### src/common/mmd_defs.svh
`ifndef MMD_DEFS_SVH
`define MMD_DEFS_SVH

// ============================================================
// Address map of the 1-Mbyte CPU space.
`define MMD_ADDR_LAST      20'hFFFFF
`define MMD_SFR_LO         20'h00000
`define MMD_SFR_HI         20'h002FF
`define MMD_RAM_LO         20'h00400
`define MMD_RAM_SIZE       20'h00400
`define MMD_DFL_LO         20'h02400
`define MMD_DFL_HI         20'h02BFF
`define MMD_ROM_TOP        20'h0FFFF
`define MMD_ROM_SIZE       20'h04000
`define MMD_VEC_LO         20'h0FFDC
`define MMD_HAS_DFLASH     1'b1

// ============================================================
// Register indices; the APB byte address is four times the index.
`define MMD_IDX_VDC1       10'h031
`define MMD_IDX_VDC2       10'h032
`define MMD_IDX_VM1        10'h036
`define MMD_IDX_VM2        10'h037
`define MMD_IDX_VM0        10'h038
`define MMD_IDX_TMRC_IRQ   10'h047
`define MMD_IDX_TMRE_IRQ   10'h04A
`define MMD_IDX_KEY_IRQ    10'h04D
`define MMD_IDX_ADC_IRQ    10'h04E
`define MMD_IDX_SHARED_IRQ 10'h04F
`define MMD_IDX_UATX_IRQ   10'h051
`define MMD_IDX_UARX_IRQ   10'h052
`define MMD_IDX_UBTX_IRQ   10'h053
`define MMD_IDX_UBRX_IRQ   10'h054
`define MMD_IDX_TMRA_IRQ   10'h056
`define MMD_IDX_TMRB_IRQ   10'h058
`define MMD_IDX_PIN1_IRQ   10'h059
`define MMD_IDX_PIN3_IRQ   10'h05A
`define MMD_IDX_PIN0_IRQ   10'h05D
`define MMD_IDX_PMODE      10'h07C
`define MMD_IDX_CLKSEL     10'h07D
`define MMD_IDX_REGION     10'h07E

// ============================================================
// Reset values and masks.
`define MMD_VDC1_RST       8'h08
`define MMD_VDC2_RST_LOW   8'h00
`define MMD_VDC2_RST_HIGH  8'h20
`define MMD_VM1_RST        8'h08
`define MMD_VM2_RST        8'h00
`define MMD_VM0_RST_LOW    8'h00
`define MMD_VM0_RST_HIGH   8'h41
`define MMD_VM_KEEP_MASK   8'h0C
`define MMD_IRQ_CLR_MASK   8'h07
`define MMD_EXT_CLR_MASK   8'h37
`define MMD_PMODE_RST      8'h00
`define MMD_CLKSEL_RST     8'h00

// ============================================================
// Field positions.
`define MMD_TWOWIRE_SEL_BIT 7
`define MMD_CLK_SRC_BIT     0
`define MMD_OSC_SPEED_BIT   1

`endif

### src/common/mmd_pkg.sv
package mmd_pkg;

  // Memory region picked by one CPU address.
  typedef enum logic [2:0] {
    REGION_NONE,
    REGION_SFR,
    REGION_RAM,
    REGION_DFLASH,
    REGION_ROM
  } mmd_region_t;

  // Source feeding the system clock.
  typedef enum logic [1:0] {
    CLK_EXTERNAL,
    CLK_ONCHIP_LOW,
    CLK_ONCHIP_HIGH
  } mmd_clk_src_t;

endpackage

### src/hdl/mmd_region_decode.sv
`timescale 1ns/1ps
`include "mmd_defs.svh"

// Purely combinational map of a 20-bit address onto one region.
module mmd_region_decode (
  input  wire logic [19:0]         addr,
  output mmd_pkg::mmd_region_t     region,
  output logic                     in_vector
);

  // ============================================================
  // Region bounds.
  localparam logic [19:0] RAM_HI = `MMD_RAM_LO + `MMD_RAM_SIZE - 20'h00001;
  localparam logic [19:0] ROM_LO = `MMD_ROM_TOP - `MMD_ROM_SIZE + 20'h00001;

  wire hit_sfr = (addr <= `MMD_SFR_HI);
  wire hit_ram = (addr >= `MMD_RAM_LO) && (addr <= RAM_HI);
  wire hit_dfl = `MMD_HAS_DFLASH && (addr >= `MMD_DFL_LO) && (addr <= `MMD_DFL_HI);
  wire hit_rom = (addr >= ROM_LO) && (addr <= `MMD_ROM_TOP);

  // The areas never overlap, so a priority chain still gives one hit only.
  assign region = hit_sfr ? mmd_pkg::REGION_SFR :
                  hit_ram ? mmd_pkg::REGION_RAM :
                  hit_dfl ? mmd_pkg::REGION_DFLASH :
                  hit_rom ? mmd_pkg::REGION_ROM : mmd_pkg::REGION_NONE;

  // The vector table is the top slice of program ROM.
  assign in_vector = hit_rom && (addr >= `MMD_VEC_LO);

endmodule

### src/hdl/mmd_top.sv
// Operation
// - Decode a full 20-bit, one-megabyte byte space.
// - Program ROM ends at 0FFFFh, grows downward.
// - Vector table occupies the top of ROM.
// - RAM starts at 00400h and grows upward.
// - Register area spans 00000h to 002FFh.
// - Unused register locations are reserved, not stored.
// - Data flash at 02400h to 02BFFh when fitted.
// - Detect register one resets on hardware or power-on.
// - Monitor one/two bits 2,3 survive soft resets.
// - Monitor zero reset value depends on option bit.
// - Detect register two reset value depends on option.
// - Interrupt controls clear low bits; pins also 5:4.
// - One interrupt control shared, chosen by pin mode.
// - Clock from external, slow or fast on-chip oscillator.
`timescale 1ns/1ps
`include "mmd_defs.svh"

module mmd_top (
  input  wire logic        pclk,
  input  wire logic        presetn,
  input  wire logic        psel,
  input  wire logic        penable,
  input  wire logic        pwrite,
  input  wire logic [11:0] paddr,
  input  wire logic [31:0] pwdata,
  output logic      [31:0] prdata,
  output logic             pready,
  output logic             pslverr,
  input  wire logic [19:0] cpu_addr,
  input  wire logic        cpu_valid,
  input  wire logic        rst_hw,
  input  wire logic        rst_por,
  input  wire logic        rst_sw,
  input  wire logic        rst_wdt,
  input  wire logic        rst_mon0,
  input  wire logic        rst_mon1,
  input  wire logic        rst_mon2,
  input  wire logic        monitor_zero_reset_option,
  output logic             sel_sfr,
  output logic             sel_ram,
  output logic             sel_dflash,
  output logic             sel_rom,
  output logic             sel_vector,
  output logic             sel_none,
  output logic      [7:0]  voltage_detect_ctrl_1,
  output logic      [7:0]  voltage_detect_ctrl_2,
  output logic      [7:0]  voltage_monitor_one_ctrl,
  output logic      [7:0]  voltage_monitor_two_ctrl,
  output logic      [7:0]  voltage_monitor_zero_ctrl,
  output logic      [111:0] irq_ctrl_flat,
  output logic      [7:0]  serial_irq_ctrl,
  output logic      [7:0]  twowire_irq_ctrl,
  output mmd_pkg::mmd_clk_src_t sys_clk_source
);

  // ============================================================
  // Interrupt control register table.
  localparam int NIRQ = 14;

  // Index of each interrupt control register, in output slot order.
  localparam logic [9:0] IRQ_IDX [0:NIRQ-1] = '{
    `MMD_IDX_TMRC_IRQ, `MMD_IDX_TMRE_IRQ, `MMD_IDX_KEY_IRQ,  `MMD_IDX_ADC_IRQ,
    `MMD_IDX_SHARED_IRQ, `MMD_IDX_UATX_IRQ, `MMD_IDX_UARX_IRQ, `MMD_IDX_UBTX_IRQ,
    `MMD_IDX_UBRX_IRQ, `MMD_IDX_TMRA_IRQ, `MMD_IDX_TMRB_IRQ, `MMD_IDX_PIN1_IRQ,
    `MMD_IDX_PIN3_IRQ, `MMD_IDX_PIN0_IRQ
  };

  // Slot of the shared serial/two-wire interrupt control.
  localparam int SHARED_SLOT = 4;

  // ============================================================
  // Decode functions.

  // True for an external pin interrupt control register.
  function automatic logic is_ext_pin(input logic [9:0] idx);
    is_ext_pin = (idx == `MMD_IDX_PIN0_IRQ) || (idx == `MMD_IDX_PIN1_IRQ) ||
                 (idx == `MMD_IDX_PIN3_IRQ);
  endfunction

  // True for an interrupt control register index.
  function automatic logic is_irq_reg(input logic [9:0] idx);
    logic hit;
    hit = 1'b0;
    for (int i = 0; i < NIRQ; i++) begin
      hit = hit | (idx == IRQ_IDX[i]);
    end
    is_irq_reg = hit;
  endfunction

  // True for any index that holds storage; the rest of the area is reserved.
  function automatic logic reg_hit(input logic [9:0] idx);
    reg_hit = (idx == `MMD_IDX_VDC1) || (idx == `MMD_IDX_VDC2) ||
              (idx == `MMD_IDX_VM0) || (idx == `MMD_IDX_VM1) ||
              (idx == `MMD_IDX_VM2) || is_irq_reg(idx) ||
              (idx == `MMD_IDX_PMODE) || (idx == `MMD_IDX_CLKSEL) ||
              (idx == `MMD_IDX_REGION);
  endfunction

  // ============================================================
  // APB access decode.
  wire logic [9:0] widx      = paddr[11:2];                    // Word index of the access.
  wire logic       access    = psel && penable;                // Access phase is open.
  wire logic       wr_commit = access && pready && pwrite;     // Write takes effect here.
  wire logic       mapped    = reg_hit(widx);                  // Index holds storage.
  wire logic       wr_ok     = wr_commit && mapped;            // Write to real storage.

  // ============================================================
  // Reset source classification.

  // Resets that return every voltage register to its start value.
  wire logic full_rst = rst_hw || rst_por || rst_mon0;
  // Resets that spare the voltage registers or parts of them.
  wire logic soft_rst = rst_sw || rst_wdt || rst_mon1 || rst_mon2;
  // Any reset at all clears interrupt control low bits.
  wire logic any_rst  = full_rst || soft_rst;
  // Hardware reset alone with the monitor-zero option set picks the low values.
  wire logic opt_low  = rst_hw && !rst_por && !rst_mon0 && monitor_zero_reset_option;

  // Values loaded by a full reset.
  wire logic [7:0] vdc2_full = opt_low ? `MMD_VDC2_RST_LOW : `MMD_VDC2_RST_HIGH;
  wire logic [7:0] vm0_full  = opt_low ? `MMD_VM0_RST_LOW : `MMD_VM0_RST_HIGH;

  // Soft reset values of monitors one and two keep bits 2 and 3.
  wire logic [7:0] vm1_soft = (voltage_monitor_one_ctrl & `MMD_VM_KEEP_MASK) |
                              (`MMD_VM1_RST & ~`MMD_VM_KEEP_MASK);
  wire logic [7:0] vm2_soft = (voltage_monitor_two_ctrl & `MMD_VM_KEEP_MASK) |
                              (`MMD_VM2_RST & ~`MMD_VM_KEEP_MASK);

  // ============================================================
  // Register storage.
  logic [7:0] irq_q [0:NIRQ-1];   // Interrupt control registers.
  logic [7:0] pin_mode_register;  // Pin mode, holds the two-wire select.
  logic [7:0] clk_sel;            // Clock source and speed select bits.
  mmd_pkg::mmd_region_t last_region; // Region of the latest CPU access.

  // Detect register one: only hardware, power-on or monitor-zero reset it.
  always_ff @(posedge pclk or negedge presetn) begin
    if (!presetn) begin
      voltage_detect_ctrl_1 <= `MMD_VDC1_RST;
    end else if (full_rst) begin
      voltage_detect_ctrl_1 <= `MMD_VDC1_RST;
    end else if (wr_ok && widx == `MMD_IDX_VDC1) begin
      voltage_detect_ctrl_1 <= pwdata[7:0];
    end
  end

  // Detect register two: the reset value follows the monitor-zero option.
  always_ff @(posedge pclk or negedge presetn) begin
    if (!presetn) begin
      voltage_detect_ctrl_2 <= `MMD_VDC2_RST_HIGH;
    end else if (full_rst) begin
      voltage_detect_ctrl_2 <= vdc2_full;
    end else if (wr_ok && widx == `MMD_IDX_VDC2) begin
      voltage_detect_ctrl_2 <= pwdata[7:0];
    end
  end

  // Monitor zero control: spared by soft resets, option picks the value.
  always_ff @(posedge pclk or negedge presetn) begin
    if (!presetn) begin
      voltage_monitor_zero_ctrl <= `MMD_VM0_RST_HIGH;
    end else if (full_rst) begin
      voltage_monitor_zero_ctrl <= vm0_full;
    end else if (wr_ok && widx == `MMD_IDX_VM0) begin
      voltage_monitor_zero_ctrl <= pwdata[7:0];
    end
  end

  // Monitor one control: soft resets keep bits 2 and 3 only.
  always_ff @(posedge pclk or negedge presetn) begin
    if (!presetn) begin
      voltage_monitor_one_ctrl <= `MMD_VM1_RST;
    end else if (full_rst) begin
      voltage_monitor_one_ctrl <= `MMD_VM1_RST;
    end else if (soft_rst) begin
      voltage_monitor_one_ctrl <= vm1_soft;
    end else if (wr_ok && widx == `MMD_IDX_VM1) begin
      voltage_monitor_one_ctrl <= pwdata[7:0];
    end
  end

  // Monitor two control: same partial keep as monitor one.
  always_ff @(posedge pclk or negedge presetn) begin
    if (!presetn) begin
      voltage_monitor_two_ctrl <= `MMD_VM2_RST;
    end else if (full_rst) begin
      voltage_monitor_two_ctrl <= `MMD_VM2_RST;
    end else if (soft_rst) begin
      voltage_monitor_two_ctrl <= vm2_soft;
    end else if (wr_ok && widx == `MMD_IDX_VM2) begin
      voltage_monitor_two_ctrl <= pwdata[7:0];
    end
  end

  // One register per interrupt source, the serial and two-wire units sharing one; any reset clears its low bits.
  for (genvar g = 0; g < NIRQ; g++) begin : g_irq
    // Pin sources also clear bits 4 and 5.
    localparam logic [7:0] CLR = is_ext_pin(IRQ_IDX[g]) ? `MMD_EXT_CLR_MASK : `MMD_IRQ_CLR_MASK;

    // Undefined upper bits simply hold their value through a run-time reset.
    always_ff @(posedge pclk or negedge presetn) begin
      if (!presetn) begin
        irq_q[g] <= 8'h00;
      end else if (any_rst) begin
        irq_q[g] <= irq_q[g] & ~CLR;
      end else if (wr_ok && widx == IRQ_IDX[g]) begin
        irq_q[g] <= pwdata[7:0];
      end
    end

    // Flat copy of the register for the peripherals.
    assign irq_ctrl_flat[g*8 +: 8] = irq_q[g];
  end

  // Pin mode register; run-time resets return it to its start value.
  always_ff @(posedge pclk or negedge presetn) begin
    if (!presetn) begin
      pin_mode_register <= `MMD_PMODE_RST;
    end else if (any_rst) begin
      pin_mode_register <= `MMD_PMODE_RST;
    end else if (wr_ok && widx == `MMD_IDX_PMODE) begin
      pin_mode_register <= pwdata[7:0];
    end
  end

  // Clock select register; a reset falls back to the external source.
  always_ff @(posedge pclk or negedge presetn) begin
    if (!presetn) begin
      clk_sel <= `MMD_CLKSEL_RST;
    end else if (any_rst) begin
      clk_sel <= `MMD_CLKSEL_RST;
    end else if (wr_ok && widx == `MMD_IDX_CLKSEL) begin
      clk_sel <= pwdata[7:0];
    end
  end

  // ============================================================
  // Shared interrupt control routing.
  wire logic twowire_unit_select = pin_mode_register[`MMD_TWOWIRE_SEL_BIT];

  // The register serves one unit; the other sees zero.
  always_ff @(posedge pclk or negedge presetn) begin
    if (!presetn) begin
      serial_irq_ctrl  <= 8'h00;
      twowire_irq_ctrl <= 8'h00;
    end else begin
      serial_irq_ctrl  <= twowire_unit_select ? 8'h00 : irq_q[SHARED_SLOT];
      twowire_irq_ctrl <= twowire_unit_select ? irq_q[SHARED_SLOT] : 8'h00;
    end
  end

  // ============================================================
  // System clock source selection.
  wire logic system_clock_source_select = clk_sel[`MMD_CLK_SRC_BIT];
  wire logic onchip_osc_speed_select    = clk_sel[`MMD_OSC_SPEED_BIT];

  // External input unless the on-chip oscillator is chosen, then slow or fast.
  wire mmd_pkg::mmd_clk_src_t next_clk_source =
    !system_clock_source_select ? mmd_pkg::CLK_EXTERNAL :
    onchip_osc_speed_select     ? mmd_pkg::CLK_ONCHIP_HIGH : mmd_pkg::CLK_ONCHIP_LOW;

  // Registered source code.
  always_ff @(posedge pclk or negedge presetn) begin
    if (!presetn) begin
      sys_clk_source <= mmd_pkg::CLK_EXTERNAL;
    end else begin
      sys_clk_source <= next_clk_source;
    end
  end

  // ============================================================
  // CPU address decode.
  mmd_pkg::mmd_region_t dec_region;  // Region of the present CPU address.
  logic                 dec_vector;  // Address lies in the vector table.

  // All 20 address bits are decoded; nothing aliases.
  mmd_region_decode u_decode (
    .addr      (cpu_addr),
    .region    (dec_region),
    .in_vector (dec_vector)
  );

  // Region selects other than sel_vector are one-hot in the cycle after a valid CPU access, else all low; sel_vector rides with sel_rom.
  always_ff @(posedge pclk or negedge presetn) begin
    if (!presetn) begin
      sel_sfr    <= 1'b0;
      sel_ram    <= 1'b0;
      sel_dflash <= 1'b0;
      sel_rom    <= 1'b0;
      sel_vector <= 1'b0;
      sel_none   <= 1'b0;
    end else begin
      sel_sfr    <= cpu_valid && dec_region == mmd_pkg::REGION_SFR;
      sel_ram    <= cpu_valid && dec_region == mmd_pkg::REGION_RAM;
      sel_dflash <= cpu_valid && dec_region == mmd_pkg::REGION_DFLASH;
      sel_rom    <= cpu_valid && dec_region == mmd_pkg::REGION_ROM;
      sel_vector <= cpu_valid && dec_vector;
      sel_none   <= cpu_valid && dec_region == mmd_pkg::REGION_NONE;
    end
  end

  // Region of the last valid CPU access, visible to software.
  always_ff @(posedge pclk or negedge presetn) begin
    if (!presetn) begin
      last_region <= mmd_pkg::REGION_NONE;
    end else if (cpu_valid) begin
      last_region <= dec_region;
    end
  end

  // ============================================================
  // Read data selection.
  logic [7:0] irq_rd;  // Interrupt control register at the access index.

  // OR of every interrupt register whose index matches.
  always_comb begin
    irq_rd = 8'h00;
    for (int i = 0; i < NIRQ; i++) begin
      if (widx == IRQ_IDX[i]) begin
        irq_rd = irq_rd | irq_q[i];
      end
    end
  end

  // Reserved indices read as zero.
  wire logic [7:0] rd_byte =
    (widx == `MMD_IDX_VDC1)   ? voltage_detect_ctrl_1 :
    (widx == `MMD_IDX_VDC2)   ? voltage_detect_ctrl_2 :
    (widx == `MMD_IDX_VM0)    ? voltage_monitor_zero_ctrl :
    (widx == `MMD_IDX_VM1)    ? voltage_monitor_one_ctrl :
    (widx == `MMD_IDX_VM2)    ? voltage_monitor_two_ctrl :
    (widx == `MMD_IDX_PMODE)  ? pin_mode_register :
    (widx == `MMD_IDX_CLKSEL) ? clk_sel :
    (widx == `MMD_IDX_REGION) ? {5'h00, last_region} : irq_rd;

  // ============================================================
  // APB answer: one wait state, then pready for a single cycle.
  always_ff @(posedge pclk or negedge presetn) begin
    if (!presetn) begin
      pready  <= 1'b0;
      pslverr <= 1'b0;
      prdata  <= 32'h00000000;
    end else if (access && !pready) begin
      pready  <= 1'b1;
      pslverr <= !mapped;
      prdata  <= (!pwrite && mapped) ? {24'h000000, rd_byte} : 32'h00000000;
    end else begin
      pready  <= 1'b0;
      pslverr <= 1'b0;
      prdata  <= 32'h00000000;
    end
  end

endmodule

### config.mk
export PLATFORM = sky130hd
export DESIGN_NAME = mmd_top
export DESIGN_NICKNAME = d
export VERILOG_FILES = /design/src/common/mmd_pkg.sv /design/src/hdl/mmd_region_decode.sv /design/src/hdl/mmd_top.sv
export VERILOG_INCLUDE_DIRS = /design/src /design/src/common
export SDC_FILE = /design/constraint.sdc
export NUM_CORES = 1
export LEC_CHECK = 0
export BUFFER_PORTS_ARGS = -buffer_cell sky130_fd_sc_hd__buf_2
export CORE_MARGIN = 5
export CORE_UTILIZATION = 48
export DETAILED_ROUTE_END_ITERATION = 8
export PLACE_DENSITY = 0.87
export SKIP_LAST_GASP = 1
export SLEW_MARGIN = 20
export SYNTH_ARGS = -nofsm -noshare
export SYNTH_HDL_FRONTEND = slang
export SYNTH_HIERARCHICAL = 1
export SYNTH_SLANG_ARGS = --single-unit
### constraint.sdc
create_clock -name pclk -period 1.83 [get_ports pclk]
set_input_delay 0.183 -clock pclk [delete_from_list [all_inputs] [get_ports pclk]]
set_output_delay 0.183 -clock pclk [all_outputs]
set_load 0.05 [all_outputs]
---- Yosys cells after proc, flatten, opt, wreduce, memory -nomap -nowiden ----
Index checks and enable logic that the tools add are counted.
storage, ports and cells
  input bits .............................. 78
  output and inout bits ................... 210
  flip-flop bits (word level) ............. 229
  logic and storage cells ................. 291
operators by class
  bitwise logic cells ..................... 27
  reduce and logical (&&, ||, !) cells .... 99
  multiplexer cells ....................... 80
  $lt $le $gt $ge ......................... 8
  equal/unequal tests ..................... 27
operators with widths
  operator                number
  $mux W8                 41
  $eq A10 B7 Y1 const B   17
  $or A8 B8 Y8            13
  $mux W3                 26
  $eq A10 B6 Y1 const B   5
  $mux W6                 7
  $reduce_bool A2 Y1      21
  $ge A20 B16 Y1 const B  2
  $logic_and A1 B1 Y1     40
  $mux W32                1
  $reduce_and A2 Y1       16
  $ge A20 B11 Y1 const B  1
  $ge A20 B14 Y1 const B  1
  $le A20 B10 Y1 const B  1
  $le A20 B11 Y1 const B  1
  $le A20 B14 Y1 const B  1
  $le A20 B16 Y1 const B  1
  $logic_or A1 B1 Y1      14
  $or A1 B1 Y1            13
  $mux W7                 1
  $eq A3 B2 Y1 const B    2
  $reduce_bool A3 Y1      2
  $logic_not A1 Y1        5
  $mux W2                 2
  6 further kinds         7

---- Logic depth before layout (Yosys ltp) ----
  word-level depth ........................ 38
  mapped depth ............................ 10
  depth with buffers taken out ............ 6

---- Hierarchy ----
The synthesis kept the hierarchy.
by module, submodules not included
  module             times used  area an instance (sq um)  cells an instance  seq. area each (sq um)
  mmd_top            1           10,238.6                  1,014              5,136.2
  mmd_region_decode  1           115.1                     15                 0.0

---- Least setup slack after synthesis ----
OpenSTA, ideal clock, no wires.
  path type ............................... reg2reg
  start point ............................. register pready
  end point ............................... register irq_q (netlist bit irq_ctrl_flat[43])
  stages on the path, launching flop included .. 7
  library setup time ...................... 0.125 ns
  data required time ...................... 1.705 ns
  path buffers ............................ 1
  path slack .............................. -0.482 ns
  period minus slack after synthesis ...... 2.312 ns
  arrival ................................. 2.187 ns
  path through ............................ dfrtp_1 nand2_1 nor2_1 nand3_1 buf_1 nor3_1 mux2_2
on the way
  word-level cells in the longest chain between the ends .. 5
RTL lines
  what                                RTL line        RTL
  start: declaration                  mmd_top.sv:28   output logic pready,
  start signal: assignment            mmd_top.sv:341  pready <= 1'b0;
  start signal: assignment            mmd_top.sv:345  pready <= 1'b1;
  start signal: assignment            mmd_top.sv:349  pready <= 1'b0;
  $logic_and A1 B1 Y1 (2 in a row)    mmd_top.sv:104  wire logic wr_commit = access && pready && pwrite;
  $logic_and A1 B1 Y1                 mmd_top.sv:106  wire logic wr_ok = wr_commit && mapped;
  $logic_and A1 B1 Y1                 mmd_top.sv:207  end else if (wr_ok && widx == IRQ_IDX[g]) begin
  $reduce_and A2 Y1 (no source line)  --
  end signal: indexed assignment      mmd_top.sv:206  irq_q[g] <= irq_q[g] & ~CLR;
  end signal: indexed assignment      mmd_top.sv:208  irq_q[g] <= pwdata[7:0];
  end: declaration                    mmd_top.sv:132  logic [7:0] irq_q [0:NIRQ-1];
Every way passes these cells.
A chain may end at the register's enable or synchronous reset.

---- Worst setup path in the final report ----
  start point ............................. input paddr[2]
  end point ............................... register prdata[7]
on the way
  word-level cells in the longest chain between the ends .. 38
  elaborated cells between the ends (all ways) .. 81
  classes of those cells .................. eq/ne (22); mux (24); bitwise (26); reduce/logical (9)
RTL lines
  what                    RTL line                       RTL
  start: declaration      mmd_top.sv:25                  input wire logic [11:0] paddr,
  $eq A10 B7 Y1           mmd_top.sv:86, mmd_top.sv:320
  $mux W8                 mmd_top.sv:320                 if (widx == IRQ_IDX[i]) begin
  $or A8 B8 Y8            mmd_top.sv:321                 irq_rd = irq_rd | irq_q[i];
  $mux W8                 mmd_top.sv:320
  $or A8 B8 Y8            mmd_top.sv:321
  $mux W8                 mmd_top.sv:320
  $or A8 B8 Y8            mmd_top.sv:321
  $mux W8                 mmd_top.sv:320
  (+22 left out)          --
  $mux W8                 mmd_top.sv:333                 (widx == `MMD_IDX_PMODE) ? pin_mode_register :
  $mux W8                 mmd_top.sv:332                 (widx == `MMD_IDX_VM2) ? voltage_monitor_two_ctrl :
  $mux W8                 mmd_top.sv:331                 (widx == `MMD_IDX_VM1) ? voltage_monitor_one_ctrl :
  $mux W8                 mmd_top.sv:330                 (widx == `MMD_IDX_VM0) ? voltage_monitor_zero_ctrl :
  $mux W8                 mmd_top.sv:329                 (widx == `MMD_IDX_VDC2) ? voltage_detect_ctrl_2 :
  $mux W8                 mmd_top.sv:328                 (widx == `MMD_IDX_VDC1) ? voltage_detect_ctrl_1 :
  $mux W8 (*)             mmd_top.sv:347                 prdata <= (!pwrite && mapped) ? {24'h000000, rd_byte} : 32'h00000000;
  $mux W32 (*)            mmd_top.sv:344                 end else if (access && !pready) begin
  end signal: assignment  mmd_top.sv:347
  end: declaration        mmd_top.sv:27                  output logic [31:0] prdata,
Mark *: on every way between the ends. The rest lies on a longest branch, timed or not.

==> flow_summary.ini <==
[cts]
path_clk_slew_ns = 0.06
cts-root-buf = clkbuf_16
cts.htree.levels = 1
cts.sinks = 205
clockBufferDepth = 3
clkLatencyLatePin_ns = 0.52
cts_tree = done
cts_buffers = 22

[timing]
max_freq_ghz = 0.5227
post-route-period-util_pct = 104.5
finalClockSkew_ns = 0.02052
fin_ws_ns = -0.08303
layout_min_cycle_time_ns = 1.913
setup_viol = 2
rsz0062_at_grt = yes
slew_headroom_pct = 59.13
tightest_slew_ns = 0.6130
hold_viol = 0
slew_viol_final = 0

[setup_path]
startpoint = paddr[2]
required_ns = 2.23
worstReg2RegEnd = irq_ctrl_flat[47]$_DFFE_PN0P_
worstSetupPathType = in -> reg
path_cells = buf_2 -> buf_4 -> nor4b_4 -> buf_4 -> and3_1 -> buf_4 -> a221oi_1 -> o21ai_0 -> o31ai_1 -> buf_4 -> a21oi_1
reg2reg_from = pready$_DFF_PN0_
cp_slowest_cell = a221oi_1
max_stage_delay_ns = 0.47
cp-endpoint = prdata[7]$_DFF_PN0_
endpoint_kind = register
crit_top_cell = buf_4
worstPathArrival_ns = 2.31
ff2ff_path_depth = 6
path_max_fanout = 8
r2r_slack_ns = 0.04
cp-start-kind = primary input

[routing]
wl_met2_mm = 19.05
avgViaCountPerCell = 6.112
drc = 0
wire_per_inst_microns = 24.77
initialDrtViolationCount = 1030
wl_met3_mm = 4.797
drt.antenna.violating_nets = 0
num_vias = 10403
first_pass_iters = 7
m1WireLength_mm = 16.67
top_layer = met4
drt_wl_total_mm = 42.15

[placed_design]
dp_slack_ns = -0.6249
portBuffers = 235
gp_congestion = 1.016
dp_hpwl_mm = 32.15
place_inst = 1656

[layout]
final_core_util_pct = 67.22
n_antenna_cell = 0
syn2layout_area_growth_pct = 37.34
layout-drive-gt1-share_pct = 42.40
fin_nets = 1489
instances_no_fill = 1702

[global_route]
grt_usage_pct = 33.76
grt_pass1_wl_mm = 63.16
grt-ovfl-total = 0
grt_pass1_vias = 10253
antenna_found_initial = 0
grt_max_degree = 77

[floorplan]
die_area_sq_um = 24610
die_w_microns = 156.9
chipHeight_microns = 156.9
core_area_sq_um = 21150
initial_utilization_pct = 48.94
num_rows = 53
io_pins = 288

[synthesis]
syn-cell-area_sq_um = 10350
synth_area_leaders = dfrtp_1, mux2_2, mux2i_1, nand2_1, a21oi_1
synthTopCellsByCount = dfrtp_1, nand2_1, nor2_1
avgSynthCellArea_sq_um = 10.06
async_flop_share_pct = 100.0
synth-seq-area-share_pct = 49.61
ys_types = 70
synth_top_area_cell = dfrtp_1
ys.warnings.count = 6
synth_top_cell_area_share_pct = 48.34
syn_inst = 1029
ys_seq_elements = 205
yosysMostFrequentCell = dfrtp_1
ys.flop_type = dfrtp_1
synth_edf_count = 0

[run_status]
status = finished with violations
violations = setup timing

[hold_path]
min_path_type = in -> reg

[power_and_ir_drop]
leakage_nw = 6.881
p_per_area_nw_per_um2 = 723.0
max-vdd-ir-drop_v = 0.0006007

[run]
maxCapViolCount = 0
-- worst min-delay path by stage --
stage | end | depth (start not counted) | startpoint | slack, ns
after floorplan | clk_sel[0]$_DFFE_PN0P_ | 0 | presetn | -0.11
after global placement | irq_ctrl_flat[44]$_DFFE_PN0P_ | 1 | presetn | 0.19
after detailed placement | irq_ctrl_flat[111]$_DFFE_PN0P_ | 1 | presetn | 0.20
after CTS | pready$_DFF_PN0_ | 3 | psel | 0.02
after global routing | prdata[6]$_DFF_PN0_ | 3 | pwrite | 0.04
final | prdata[2]$_DFF_PN0_ | 3 | pwrite | 0.04
-- critical path: cells and delay by family --
kind	cells	cell delay [ns]
AOI/OAI and AO/OA	4	1.04
and+or+nand+nor	2	0.29
buffers and inverters	5	0.79
-- cell usage in the layout, fill, tap and decap left out, types with 12 or more instances in the layout --
| cell | Yosys | final |
|---|---|---|
| a21oi_1 | 75 | 75 |
| buf_2 | 13 | 234 |
| nor2b_1 | 13 | 13 |
| a32oi_1 | 12 | 12 |
| conb_1 | 1 | 24 |
| nor2_1 | 80 | 67 |
| nand3_1 | 49 | 47 |
| a22oi_1 | 24 | 24 |
| mux2_2 | 69 | 64 |
| nand2_1 | 130 | 126 |
| and2_1 | 13 | 13 |
| dfrtp_1 | 200 | 199 |
| o21ai_0 | 43 | 43 |
| nor3_1 | 17 | 12 |
| buf_4 | 25 | 180 |
| mux2i_1 | 50 | 49 |
| buf_12 | 0 | 12 |
| clkbuf_16 | 0 | 23 |
-- final cells by class --
cell class                 count  area [sq um]
tap                          275         344.1
sequential                   205          5137
timing repair buffer         432          2828
fill                        1626          6934
multi-input combinational    743          5074
clock inverter                11         172.7
inverter                       7         26.28
clock buffer                  29         638.1
-- state kept, by name (all words and copies together) (netlist names), 2 cells and up --
name and cells:
voltage_monitor_zero_ctrl 8, last_region 3, irq_ctrl_flat 112, voltage_detect_ctrl_1 8
clk_sel 8, voltage_detect_ctrl_2 8, serial_irq_ctrl 8, sys_clk_source 2
twowire_irq_ctrl 8, prdata 8, voltage_monitor_two_ctrl 8, pin_mode_register 8
voltage_monitor_one_ctrl 8
-- what timing repair did --
item,4_1_cts,5_1_grt
buffers inserted,2,0
hold endpoints to repair,52,0
hold buffers,4,0
resized for setup,3,10
setup endpoints to repair,6,17
pin swaps,1,0
-- report_power, final --
group	internal, W	switching (W)	total [W]
combinational	0.000239	0.000585	0.000824
sequential	0.00454	0.00000740	0.00455
clock	0.00303	0.00188	0.00491
total	0.00781	0.00247	0.0103
-- stage by stage --
step | hold WS (ns) | setup TNS (ns) | power, W | instance area (sq um)
after global placement | 0.1894 | -35.99 | 0.005413 | 13290
final | 0.03698 | -0.08847 | 0.01028 | 14220
after detailed placement | 0.2021 | -39.32 | 0.005422 | 13290
after global routing | 0.03815 | -0.5491 | 0.01054 | 14220
after CTS | 0.01679 | -0.02326 | 0.01028 | 14170
after floorplan | -0.1126 | -6.443 | 0.005048 | 10720
-- cells by family (layout without fill, tap and decap cells) --
group           after synthesis  after routing  synth area share (%)
flops                       205            205                 49.61
other cells                   1             24               0.03622
compound gates              214            214                 13.23
buf+inv                     104            479                 5.063
simple gates                384            384                 19.55
mux                         119            119                 12.34
xor+xnor                      2              2                0.1692
-- per-layer routing --
metal | track usage [%] | vias to the layer above
met2 | 51.51 | 730
li1 | - | 4459
met1 | 47.48 | 5086
met3 | 7.633 | 128
met4 | 12.36 | 0
met5 | 0 | -
No activity file was read; power rests on OpenSTA's default activity.
